## src/hdl/logic_unit_map.vh

```
// Encodings and field layout for the bitwise logic execution unit
`ifndef LOGIC_UNIT_MAP_VH
`define LOGIC_UNIT_MAP_VH
`define DATA_W 32
`define DATA_MSB 31
`define REG_IDX_W 4
`define OP_W 3
`define OP_AND 3'h0
`define OP_EXCLUSIVE_OR 3'h1
`define OP_INCLUSIVE_OR 3'h2
`define OP_BIT_CLEAR 3'h3
`define OP_OR_NOT 3'h4
`define COND_W 4
`define COND_EQ 4'h0
`define COND_NE 4'h1
`define COND_CS 4'h2
`define COND_CC 4'h3
`define COND_MI 4'h4
`define COND_PL 4'h5
`define COND_VS 4'h6
`define COND_VC 4'h7
`define COND_HI 4'h8
`define COND_LS 4'h9
`define COND_GE 4'ha
`define COND_LT 4'hb
`define COND_GT 4'hc
`define COND_LE 4'hd
`define COND_AL 4'he
`define FLAG_N 3
`define FLAG_Z 2
`define FLAG_C 1
`define FLAG_V 0
`define FLAGS_RESET 4'h0
`define ZERO_WORD 32'h00000000
`endif

```

## src/hdl/cond_check.v

```verilog
// Condition code evaluator against the current flags
`timescale 1ns/10ps
`include "logic_unit_map.vh"
module cond_check (
   cond,
   flags,
   pass
);
   input wire [`COND_W-1:0] cond;
   input wire [3:0] flags;
   output reg pass;
   wire n = flags[`FLAG_N];
   wire z = flags[`FLAG_Z];
   wire c = flags[`FLAG_C];
   wire v = flags[`FLAG_V];
   always @* begin
      case (cond)
         `COND_EQ: pass = z;
         `COND_NE: pass = ~z;
         `COND_CS: pass = c;
         `COND_CC: pass = ~c;
         `COND_MI: pass = n;
         `COND_PL: pass = ~n;
         `COND_VS: pass = v;
         `COND_VC: pass = ~v;
         `COND_HI: pass = c & ~z;
         `COND_LS: pass = ~c | z;
         `COND_GE: pass = (n == v);
         `COND_LT: pass = (n != v);
         `COND_GT: pass = ~z & (n == v);
         `COND_LE: pass = z | (n != v);
         default: pass = 1'b1;
      endcase
   end
endmodule // cond_check

```

## src/hdl/bitwise_logic_ops_unit.v

```verilog
// Single-cycle execute stage for the bitwise logical instructions
//
// Our own choice: the strobed register port.
`timescale 1ns/10ps
`include "logic_unit_map.vh"
// Overview of operation
// - AND, exclusive OR or inclusive OR of first operand and second operand.
// - Bit clear: first operand AND complement of second operand.
// - Or not: first operand OR complement of second operand.
// - Result written to the register named by the destination field.
// - Flags change only when the flag-setting bit is given.
// - With flag setting, N takes result bit 31, Z marks an all-zero result.
// - With flag setting, C may take the shifter carry, else unchanged.
// - Overflow flag is never touched by these operations.
// - With a condition code, everything happens only if the flags pass.
module bitwise_logic_ops_unit (
   clk_sys,
   rst_n,
   issue_valid,
   op_sel,
   first_operand_reg,
   flexible_second_operand,
   shifter_carry_valid,
   shifter_carry,
   dest_reg_idx,
   set_flags,
   cond_code,
   rf_wr_en,
   rf_wr_idx,
   rf_wr_data,
   fwd_valid,
   fwd_idx,
   fwd_data,
   flags_out,
   cond_failed
);
   input wire clk_sys;
   input wire rst_n;
   input wire issue_valid;
   input wire [`OP_W-1:0] op_sel;
   input wire [`DATA_W-1:0] first_operand_reg;
   input wire [`DATA_W-1:0] flexible_second_operand;
   input wire shifter_carry_valid;
   input wire shifter_carry;
   input wire [`REG_IDX_W-1:0] dest_reg_idx;
   input wire set_flags;
   input wire [`COND_W-1:0] cond_code;
   output reg rf_wr_en;
   output reg [`REG_IDX_W-1:0] rf_wr_idx;
   output reg [`DATA_W-1:0] rf_wr_data;
   output wire fwd_valid;
   output wire [`REG_IDX_W-1:0] fwd_idx;
   output wire [`DATA_W-1:0] fwd_data;
   output wire [3:0] flags_out;
   output reg cond_failed;

   wire [`DATA_W-1:0] result_d;
   reg [3:0] flags_q;
   reg [3:0] flags_d;
   wire cond_pass;
   wire exec_go;
   wire flag_upd;
   wire n_next;
   wire z_next;
   wire c_next;
   genvar bit_i;

   // The condition is tested against flags left by the previous instruction
   cond_check u_cond (
      .cond(cond_code),
      .flags(flags_q),
      .pass(cond_pass)
   );

   assign exec_go = issue_valid & cond_pass;
   assign flag_upd = exec_go & set_flags;

   // Every bit is an identical slice, so the datapath is one generate loop
   generate
      for (bit_i = 0; bit_i < `DATA_W; bit_i = bit_i + 1) begin : g_bit
         wire a_bit;
         wire b_bit;
         wire and_bit;
         wire exclusive_or_bit;
         wire inclusive_or_bit;
         wire bit_clear_bit;
         wire or_not_bit;
         reg res_bit;
         assign a_bit = first_operand_reg[bit_i];
         assign b_bit = flexible_second_operand[bit_i];
         assign and_bit = a_bit & b_bit;
         assign exclusive_or_bit = a_bit ^ b_bit;
         assign inclusive_or_bit = a_bit | b_bit;
         assign bit_clear_bit = a_bit & ~b_bit;
         assign or_not_bit = a_bit | ~b_bit;
         always @* begin
            case (op_sel)
               `OP_AND: res_bit = and_bit;
               `OP_EXCLUSIVE_OR: res_bit = exclusive_or_bit;
               `OP_INCLUSIVE_OR: res_bit = inclusive_or_bit;
               `OP_BIT_CLEAR: res_bit = bit_clear_bit;
               `OP_OR_NOT: res_bit = or_not_bit;
               // Undefined codes give zero rather than a stale word
               default: res_bit = 1'b0;
            endcase
         end
         assign result_d[bit_i] = res_bit;
      end
   endgenerate

   assign n_next = result_d[`DATA_MSB];
   assign z_next = (result_d == `ZERO_WORD);
   // Without a shifter carry the old C is kept, so plain register operands leave it alone
   assign c_next = shifter_carry_valid ? shifter_carry : flags_q[`FLAG_C];

   always @* begin
      flags_d = flags_q;
      if (flag_upd) begin
         flags_d[`FLAG_N] = n_next;
         flags_d[`FLAG_Z] = z_next;
         flags_d[`FLAG_C] = c_next;
      end
      // V is deliberately carried over unchanged
      flags_d[`FLAG_V] = flags_q[`FLAG_V];
   end

   // Register index is trusted; stack pointer and program counter never arrive here
   always @(posedge clk_sys) begin
      if (!rst_n) begin
         flags_q <= `FLAGS_RESET;
         rf_wr_en <= 1'b0;
         rf_wr_idx <= {`REG_IDX_W{1'b0}};
         rf_wr_data <= `ZERO_WORD;
         cond_failed <= 1'b0;
      end else begin
         flags_q <= flags_d;
         rf_wr_en <= exec_go;
         cond_failed <= issue_valid & ~cond_pass;
         if (exec_go) begin
            rf_wr_idx <= dest_reg_idx;
            rf_wr_data <= result_d;
         end
      end
   end

   // Forward path lets the very next instruction use the result without a stall
   assign fwd_valid = exec_go;
   assign fwd_idx = dest_reg_idx;
   assign fwd_data = result_d;
   assign flags_out = flags_q;
endmodule // bitwise_logic_ops_unit

```

## config.mk

```make
export PLATFORM = sky130hd
export DESIGN_NAME = bitwise_logic_ops_unit
export DESIGN_NICKNAME = d
export VERILOG_FILES = /design/src/hdl/cond_check.v /design/src/hdl/bitwise_logic_ops_unit.v
export VERILOG_INCLUDE_DIRS = /design/src /design/src/hdl
export SDC_FILE = /design/constraint.sdc
export NUM_CORES = 1
export LEC_CHECK = 0
export BUFFER_PORTS_ARGS = -buffer_cell sky130_fd_sc_hd__buf_2
export CORE_UTILIZATION = 48
export CTS_CLUSTER_SIZE = 12
export DETAILED_ROUTE_END_ITERATION = 10
export GPL_TIMING_DRIVEN = 0
export PLACE_DENSITY = 0.81
export SYNTH_ARGS = -nofsm -noshare
export SYNTH_HDL_FRONTEND = slang
export SYNTH_HIERARCHICAL = 1
export SYNTH_SLANG_ARGS = --single-unit
```

## constraint.sdc

```tcl
create_clock -name clk_sys -period 2.3 [get_ports clk_sys]
set_input_delay 0.115 -clock clk_sys [delete_from_list [all_inputs] [get_ports clk_sys]]
set_output_delay 0.115 -clock clk_sys [all_outputs]
set_load 0.005 [all_outputs]
```

---- After elaboration in Yosys (flattened, before gate mapping) ----
Index checks and enable logic that the tools add are counted.
storage, ports and cells
  register bits ........................... 41
  bits in latches ......................... 0
  bits in writable memories ............... 0
  memory bits (read-only) ................. 0
  input bits .............................. 81
  output and inout bits ................... 79
  logic and storage cells ................. 264
  memories ................................ 0
operators by class
  $add $sub $neg .......................... 0
  multipliers ............................. 0
  div/mod/pow operators ................... 0
  order comparisons ....................... 0
  equal/unequal tests ..................... 16
  shifts and indexed selects .............. 0
  muxes and demuxes ....................... 33
  bitwise logic cells ..................... 203
  reduce and logical (&&, ||, !) cells .... 6
operators with widths
  operator                                                          count
  1-bit one-hot mux with 5 select lines                             32
  1-bit AND                                                         69
  1-bit bitwise OR                                                  66
  1-bit inverter                                                    36
  32-bit zero test                                                  1
  1-bit bitwise XOR                                                 32
  4-bit == test (second input constant)                             6
  4-bit by 3-bit == test with 1-bit output (second input constant)  3
  1-bit one-hot mux with 11 select lines                            1
  4-bit by 2-bit == test with 1-bit output (second input constant)  2
  3-bit by 2-bit == test with 1-bit output (second input constant)  2
  4-bit by 1-bit == test with 1-bit output (second input constant)  1
  4-bit zero test                                                   1
  2-bit OR reduction                                                2
  3-bit by 1-bit == test with 1-bit output (second input constant)  1
  3-bit == test (second input constant)                             1
  3-bit zero test                                                   1
  2-bit AND reduction                                               1

---- Longest topological paths before layout ----
Gate-level depths: netlist of run 1.
  depth in word-level cells ............... 6
  depth in mapped cells ................... 11
  gate-level depth less buffers ........... 10

---- By module ----
The synthesis of run 1 kept the hierarchy.
by module, submodules not included
  module                  instances  cells an instance  area each (µm²)
  bitwise_logic_ops_unit  1          442                3403.3
  cond_check              1          23                 165.2

---- Least setup slack after synthesis of run 1 ----
No wires, ideal clock.
  path type ............................... flip-flop to flip-flop
  from .................................... register flags_q[2] (netlist: flags_out[2])
  to ...................................... register rf_wr_data[27]
  setup time .............................. 0.116 ns
  arrival ................................. 1.690 ns
  path slack .............................. 0.493 ns
  stages on the path, launching flop included .. 9
  buffers on the path ..................... 1
  cell sequence ........................... dfxtp_1 > and3b_1 > a22oi_2 > xnor2_1 > a211o_1 > nand2_1 > inv_2 > clkbuf_1 > o211a_1
between the ends
  cells in the longest elaborated chain, start to end .. 4
  elaborated cells between the ends (all ways) .. 7
  classes of those cells .................. mux: 1; bitwise: 6
RTL lines
  what                                        RTL line                                           RTL
  start: declaration                          bitwise_logic_ops_unit.v:58                        reg [3:0] flags_q;
  start signal: assignment                    bitwise_logic_ops_unit.v:130                       flags_q <= `FLAGS_RESET;
  start signal: assignment                    bitwise_logic_ops_unit.v:136                       flags_q <= flags_d;
  1-bit inverter                              cond_check.v:19, cond_check.v:26, cond_check.v:30
  1-bit AND (on tied branches)                cond_check.v:30, cond_check.v:26
  1-bit one-hot mux with 11 select lines (*)  cond_check.v:17                                    case (cond)
  named net cond_pass                         bitwise_logic_ops_unit.v:60                        wire cond_pass;
  1-bit AND (*)                               bitwise_logic_ops_unit.v:75                        assign exec_go = issue_valid & cond_pass;
  named net fwd_valid                         bitwise_logic_ops_unit.v:51                        output wire fwd_valid;
  end signal: assignment                      bitwise_logic_ops_unit.v:133                       rf_wr_data <= `ZERO_WORD;
  end signal: assignment                      bitwise_logic_ops_unit.v:141                       rf_wr_data <= result_d;
  end: declaration                            bitwise_logic_ops_unit.v:50                        output reg [`DATA_W-1:0] rf_wr_data;
Mark *: on every way through the listed nets, which the timed path passes. The rest lies on a longest branch.
A chain may end at the register's enable or synchronous reset.

---- Worst setup path in the final report of run 1 ----
  from .................................... register flags_q[2] (netlist: flags_out[2])
  to ...................................... output port fwd_valid
between the ends
  cells in the longest elaborated chain, start to end .. 4
  elaborated cells between the ends (all ways) .. 7
  classes of those cells .................. mux: 1; bitwise: 6
RTL lines
  what                                        RTL line
  1-bit inverter                              cond_check.v:19, cond_check.v:26, cond_check.v:30
  1-bit AND (on tied branches)                cond_check.v:30, cond_check.v:26
  1-bit one-hot mux with 11 select lines (*)  cond_check.v:17
  named net cond_pass                         bitwise_logic_ops_unit.v:60
  1-bit AND (*)                               bitwise_logic_ops_unit.v:75
  end: declaration                            bitwise_logic_ops_unit.v:51
Marked as above.

==> flow_summary.yaml, run 1 <==
logic_synthesis:
  syn_inst: 465
  synth_most_common_cell: "nor2_1"
  ys_types: 43
  yosys-top-cells-area: "dfxtp_1 23%, mux2i_1 11%, nor2_1 8.7%"
  avgSynthCellArea_um2: 7.67
  yosysSeqAreaShare_pct: 23.0
  yosys.area.top_type_share_pct: 23.0
  synth-seq-cells: 41
  ys_async_sr_fraction_pct: 0
  yosysWarnings: 6
  ys_top_cells_by_count: "83 x nor2_1, 41 x dfxtp_1, 40 x mux2i_1"
  synthesis.area_um2: 3570
  synth_edf_count: 0
  yosys.area.top_type: "dfxtp_1"
  synth_ff_type: "dfxtp_1"
drt:
  via_count: 3968
  viasPerCell: 5.41
  wire_per_inst_um: 14.6
  wl_met3_um: 898
  ant_nets: 0
  drc: 0
  drt-total-wl_um: 10700
  drt_pass1_iterations: 4
  highest_layer: "met4"
  drt-met1-wl_um: 4470
  dr_wl_met2_um: 5150
  drtIter0Drc: 201
hold_path:
  whs_endpoint: "cond_failed"
  hold_path.class: "in2reg"
  hp-start: "issue_valid"
  hold_depth: 3
timing:
  drv_slew: 0
  tightest_slew_ns: 0.661
  tns_ns: 0
  hold_viol: 0
  fmax_ghz: 0.458
  setup_violations: 0
  holdWs_ns: 0.0475
  period_needed_ns: 2.18
  rsz0062_at_grt: "true"
  skew_ns: 0.00567
  post-route-period-util_pct: 94.9
  slew_headroom_pct: 55.8
clocking:
  cts.sinks: 41
  cts_buffers: 5
  cts_max_level: 2
  cts_tree: "done"
  cts_root_buffer: "clkbuf_8"
  clock_latency_ns: 0.30
  cts_buffer_depth: 2
  clk_pin_slew_ns: 0.08
worst_setup_path:
  endpoint_kind: "primary output"
  reg2reg_to: "flags_out[2]"
  cp.required_ns: 2.18
  rr_worst_depth: 10
  arrival_ns: 2.07
  r2r_start: "flags_out[2]"
  cp_max_fo: 10
  startpoint_type: "flop"
  crit_type: "reg2out"
  reg2reg_slack_ns: 0.14
placed_design:
  gp_congestion: 0.798
  port_buffers: 157
  dp_hpwl_um: 8360
  post_dp_cell_area_um2: 4490
cells_and_area:
  utilization_pct: 64.0
  num_antenna_cells: 0
  layout-drive-gt1-share_pct: 38.5
  finalInstanceArea_um2: 4610
  nFillCells: 698
  final_nets: 714
  synthToLayoutAreaGrowth_pct: 29.3
floorplanning:
  die_h_um: 88.2
  core_um2: 7210
  ios: 160
  initial_utilization_pct: 49.5
  dieArea_um2: 7780
  fp.dieW_um: 88.2
  core.rowCount: 31
global_routing:
  grt_max_degree: 14
  gr-total-overflow: 0
  antenna_found_initial: 0
  grt_pass1_wl_um: 16400
  grtUsageTotal_pct: 27.0
  grt_pass1_vias: 3632
pwr:
  ir_drop_uv: 365
  leakage_uw: 0.00261
  powerDensity_nw_per_um2: 485
  p_total_uw: 2240
run_status:
  status: "complete, no violations"
job:
  cap_violations: 0
[worst max path at each step]
stage / startpoint / endpoint / slack, ns / cells after the start
final: flags_out[2] / fwd_valid / 0.12 / 8
after global routing: flags_out[2] / fwd_valid / -0.02 / 8
after CTS: flags_out[3] / fwd_valid / 0.08 / 8
after detailed placement: flags_out[3] / flags_out[2] / 0.10 / 10
after global placement: op_sel[2] / flags_out[2] / 0.16 / 7
after floorplan: flags_out[2] / rf_wr_data[27] / 0.49 / 8
[registers in the layout (all words and copies together), names as in the netlist]
| register | count |
|---|---|
| rf_wr_en | 1 |
| rf_wr_data | 32 |
| flags_out | 3 |
| rf_wr_idx | 4 |
| cond_failed | 1 |
[cells by family after synthesis]
logic type             Yosys count  share of synthesized area [%]
AND/OR/NAND/NOR                157                           19.9
other                            1                          0.105
AO/OA/AOI/OAI                  105                           22.7
flip-flops                      41                           23.0
XOR/XNOR                         4                          0.982
multiplexers                    63                           18.6
buffers and inverters           94                           14.8
[metrics by stage]
| stage | setup WS [ns] | std cells |
|---|---|---|
| 4_1_cts | 0.0816 | 733 |
| 3_5_place_dp | 0.102 | 725 |
| 2_1_floorplan | 0.493 | 469 |
| 3_3_place_gp | 0.158 | 725 |
| 5_1_grt | -0.0155 | 733 |
| 6_report | 0.118 | 733 |
[worst max-delay path: stages, from the launching register on]
cell	delay, ns
dfxtp_1	0.40
and3b_1	0.21
a22oi_2	0.13
xnor2_1	0.09
a211o_1	0.33
nand2_1	0.16
inv_2	0.11
buf_2	0.20
buf_2	0.14
[per-layer routing]
layer | GRT usage (%) | up-vias
li1 | - | 1948
met1 | 32.6 | 1838
met2 | 48.0 | 166
met3 | 5.69 | 16
met4 | 8.06 | 0
met5 | 0 | -
[final cells by class]
class | count | area [µm²] | area share, %
well taps | 99 | 124 | 2.68
plain buffers | 68 | 434 | 9.41
inverters | 26 | 97.6 | 2.11
multi-input cells | 334 | 2240 | 48.6
flip-flops and latches | 41 | 821 | 17.8
clock inverters | 2 | 38.8 | 0.841
repair buffers | 157 | 786 | 17.0
clock buffers | 6 | 72.6 | 1.57
[layout by cell type (no fill, tap or decap), types with 2 or more instances in the layout]
cell	synthesis	final
buf_2	8	166
nor2_1	83	83
dfxtp_1	41	41
mux2i_1	40	40
buf_4	39	39
nand2_1	36	36
a21oi_1	26	26
inv_1	25	25
o32ai_1	24	24
o211a_1	23	23
mux2_2	22	22
nor3b_1	14	14
clkbuf_1	15	13
o21ai_0	11	11
o32a_1	8	8
nand4_1	6	6
nor2b_1	5	5
conb_1	1	5
clkbuf_8	0	5
buf_1	4	4
a21boi_0	4	4
xnor2_1	4	4
o21a_1	2	2
nand2b_1	2	2
nand3_1	2	2
clkbuf_2	0	2
[power breakdown]
part	switching [µW]	internal [µW]
registers	34.0	774
clock network	258	326
logic	431	415
total	723	1520
[what timing repair did]
item | 4_1_cts | 5_1_grt
gates resized for setup | 1 | 6
buffers inserted | 0 | 0
hold buffers | 0 | 0
endpoints found under the hold margin | 0 | 0
pin swaps | 0 | 0
setup endpoints to repair | 1 | 20
(Power assumes the default switching activity.)
==> inputs of run 2 (changes only) <==
--- a/config.mk
+++ b/config.mk
@@ -11,8 +11,7 @@
 export CTS_CLUSTER_SIZE = 12
 export DETAILED_ROUTE_END_ITERATION = 10
 export GPL_TIMING_DRIVEN = 0
-export PLACE_DENSITY = 0.81
+export PLACE_DENSITY = 0.82
 export SYNTH_ARGS = -nofsm -noshare
 export SYNTH_HDL_FRONTEND = slang
-export SYNTH_HIERARCHICAL = 1
 export SYNTH_SLANG_ARGS = --single-unit
==> run 2 against run 1 <==
  * Via count decreased by 4.3%
  * Die area decreased by 1.2%
  * Largest cell class unchanged
  * Non-clock buffer count down 1
  * Clock-buffer cell count is 1 lower
  * Largest power group unchanged
  * Utilization is 1.1 points higher
  * Setup slack improved by 0.024 ns
  * Sequential cell count stayed put
==> flow_summary.yaml, run 2 <==
pwr:
  p_total_uw: 2020
  ir_drop_uv: 445
  leakage_uw: 0.00223
  powerDensity_nw_per_um2: 448
logic_synthesis:
  yosys-top-cells-area: "dfxtp_1 23%, mux2i_1 20%, buf_4 8.5%"
  synth-seq-cells: 41
  synth_xor_area_share_pct: 0.497
  synth_ff_type: "dfxtp_1"
  yosysSeqAreaShare_pct: 23.3
  yosys.area.top_type: "dfxtp_1"
  synth_edf_count: 0
  yosys.area.top_type_share_pct: 23.3
  syn_inst: 430
  ys_async_sr_fraction_pct: 0
  yosysWarnings: 0
  ys_types: 44
  synth-adder-area-share_pct: 0
  avgSynthCellArea_um2: 8.20
  synthSimpleGateAreaFrac_pct: 20.5
  synth_top_family_by_area: "compound AO/OA/AOI/OAI gates"
  synth_compound_area_share_pct: 21.6
  synth_mux_area_share_pct: 19.6
  synthesis.area_um2: 3520
  synth_nets: 511
  ys_top_cells_by_count: "69 x mux2i_1, 41 x dfxtp_1, 40 x buf_4"
  synth_most_common_cell: "mux2i_1"
placed_design:
  gp_congestion: 0.848
  post_dp_cell_area_um2: 4430
  port_buffers: 157
  dp_hpwl_um: 8500
cells_and_area:
  num_antenna_cells: 0
  regMostFlops: "rf_wr_data"
  largest_reg_flops: 32
  layout-drive-gt1-share_pct: 39.7
  utilization_pct: 65.0
  final_nets: 675
  synthToLayoutAreaGrowth_pct: 28.2
  nFillCells: 625
  finalInstanceArea_um2: 4520
  layout_common_cells: "168 x buf_2, 69 x mux2i_1, 41 x dfxtp_1, 40 x buf_4, 37 x nor2_1"
  layout_commonest_cell: "buf_2"
clocking:
  cts_buffer_depth: 2
  cts-resized-gates: 0
  cts_buffers: 5
  cts.sinks: 41
  cts_max_level: 2
  cts_tree: "done"
  clk_pin_slew_ns: 0.08
  clock_latency_ns: 0.29
  ctsHoldBuffers: 0
  cts_root_buffer: "clkbuf_8"
  post-cts-setup-buffers: 0
timing:
  rsz0062_at_grt: "false"
  drv_slew: 0
  tightest_slew_ns: 0.577
  tns_ns: 0
  skew_ns: 0.00998
  slew_headroom_pct: 61.6
  fmax_ghz: 0.463
  post-route-period-util_pct: 93.8
  period_needed_ns: 2.16
  setup_violations: 0
  hold_viol: 0
floorplanning:
  ios: 160
  fp.dieW_um: 87.7
  core_um2: 6940
  dieArea_um2: 7690
  core.rowCount: 30
  initial_utilization_pct: 50.8
  die_h_um: 87.7
drt:
  ant_nets: 0
  viasPerCell: 5.50
  drt_pass1_iterations: 5
  wl_met3_um: 690
  wire_per_inst_um: 15.5
  drtIter0Drc: 224
  drt-met1-wl_um: 4560
  dr_wl_met2_um: 5220
  drt-total-wl_um: 10700
  via_count: 3798
  drc: 0
  highest_layer: "met4"
worst_setup_path:
  crit_type: "reg2out"
  arrival_ns: 2.04
  path_cells: "or2b_1 > a221oi_1 > o31ai_2 > nor3b_2 > buf_6 > buf_12 > buf_2"
  cp.required_ns: 2.18
  startpoint_type: "flop"
  slowest_stage: "dfxtp_1"
  endpoint_kind: "primary output"
  critPathMaxStageDelay_ns: 0.42
  cp_max_fo: 10
global_routing:
  antenna_found_initial: 0
  grt_pass1_wl_um: 16600
  grt_pass1_vias: 3503
  grt_max_degree: 14
  grtUsageTotal_pct: 27.4
  gr-total-overflow: 0
hold_path:
  hold_path.class: "in2reg"
run_status:
  status: "complete, no violations"
job:
  cap_violations: 0
## run 2: cell types whose count changed in the layout (fill, tap and decap cells not counted), sizes merged, moves of 21 or more
cell / change
mux2i: +29
nor2b: +21
o32ai: -23
nor2: -45
inv: -21
a21oi: -23
mux2: -23
o21ai: +46
o22a: +23
o211a: -22
## run 2: area by class of cell
class	count	area [µm²]	share of cell area, %
multi-input combinational	317	2200	48.6
clock buffer	5	68.8	1.52
timing repair buffer	157	786	17.4
buffer	67	489	10.8
clock inverter	3	17.5	0.388
inverter	5	18.8	0.416
tap	96	120	2.66
sequential	41	821	18.2
## run 2: kinds of logic (layout without fill, tap and decap cells)
family | Yosys count | count (layout)
compound gates | 110 | 110
xor+xnor | 2 | 2
buf+inv | 72 | 237
flops | 41 | 41
mux | 69 | 69
other cells | 1 | 1
simple gates | 135 | 135
## run 2: critical path, delay by kind of cell, from the launching register on
| kind | cells | cell delay [ns] |
|---|---|---|
| flip-flops | 1 | 0.42 |
| buffers and inverters | 3 | 0.46 |
| AO/OA/AOI/OAI | 2 | 0.41 |
| AND/OR/NAND/NOR | 2 | 0.45 |
## run 2: power by group
part / leakage, µW / internal (µW) / total (µW) / switching (µW)
clock: 0.0000439 / 210 / 462 / 252
combinational: 0.00185 / 392 / 788 / 396
sequential: 0.000334 / 750 / 772 / 21.9
## run 2: through the flow
step	instances	hold slack (ns)	worst slack (ns)
5_1_grt	691	0.0667	0.0261
4_1_cts	691	0.0551	0.139
3_3_place_gp	683	0.360	0.303
2_1_floorplan	430	0.225	0.486
6_report	691	0.0589	0.142
3_5_place_dp	683	0.367	0.252
## run 2: layer usage
metal | vias to the layer above | GRT usage, %
met3 | 26 | 5.56
met4 | 0 | 9.39
li1 | 1848 | -
met1 | 1768 | 33.4
met2 | 156 | 48.0
met5 | - | 0
## run 2: final timing paths
path / from / to / slack (ns) / depth (start not counted)
max: flags_out[1] / fwd_valid / 0.14 / 7
min: shifter_carry / flags_out[1] / 0.06 / 3
max reg2reg: flags_out[1] / rf_wr_idx[1] / 0.27 / 8
min reg2reg: rf_wr_data[21] / rf_wr_data[21] / 0.50 / 2
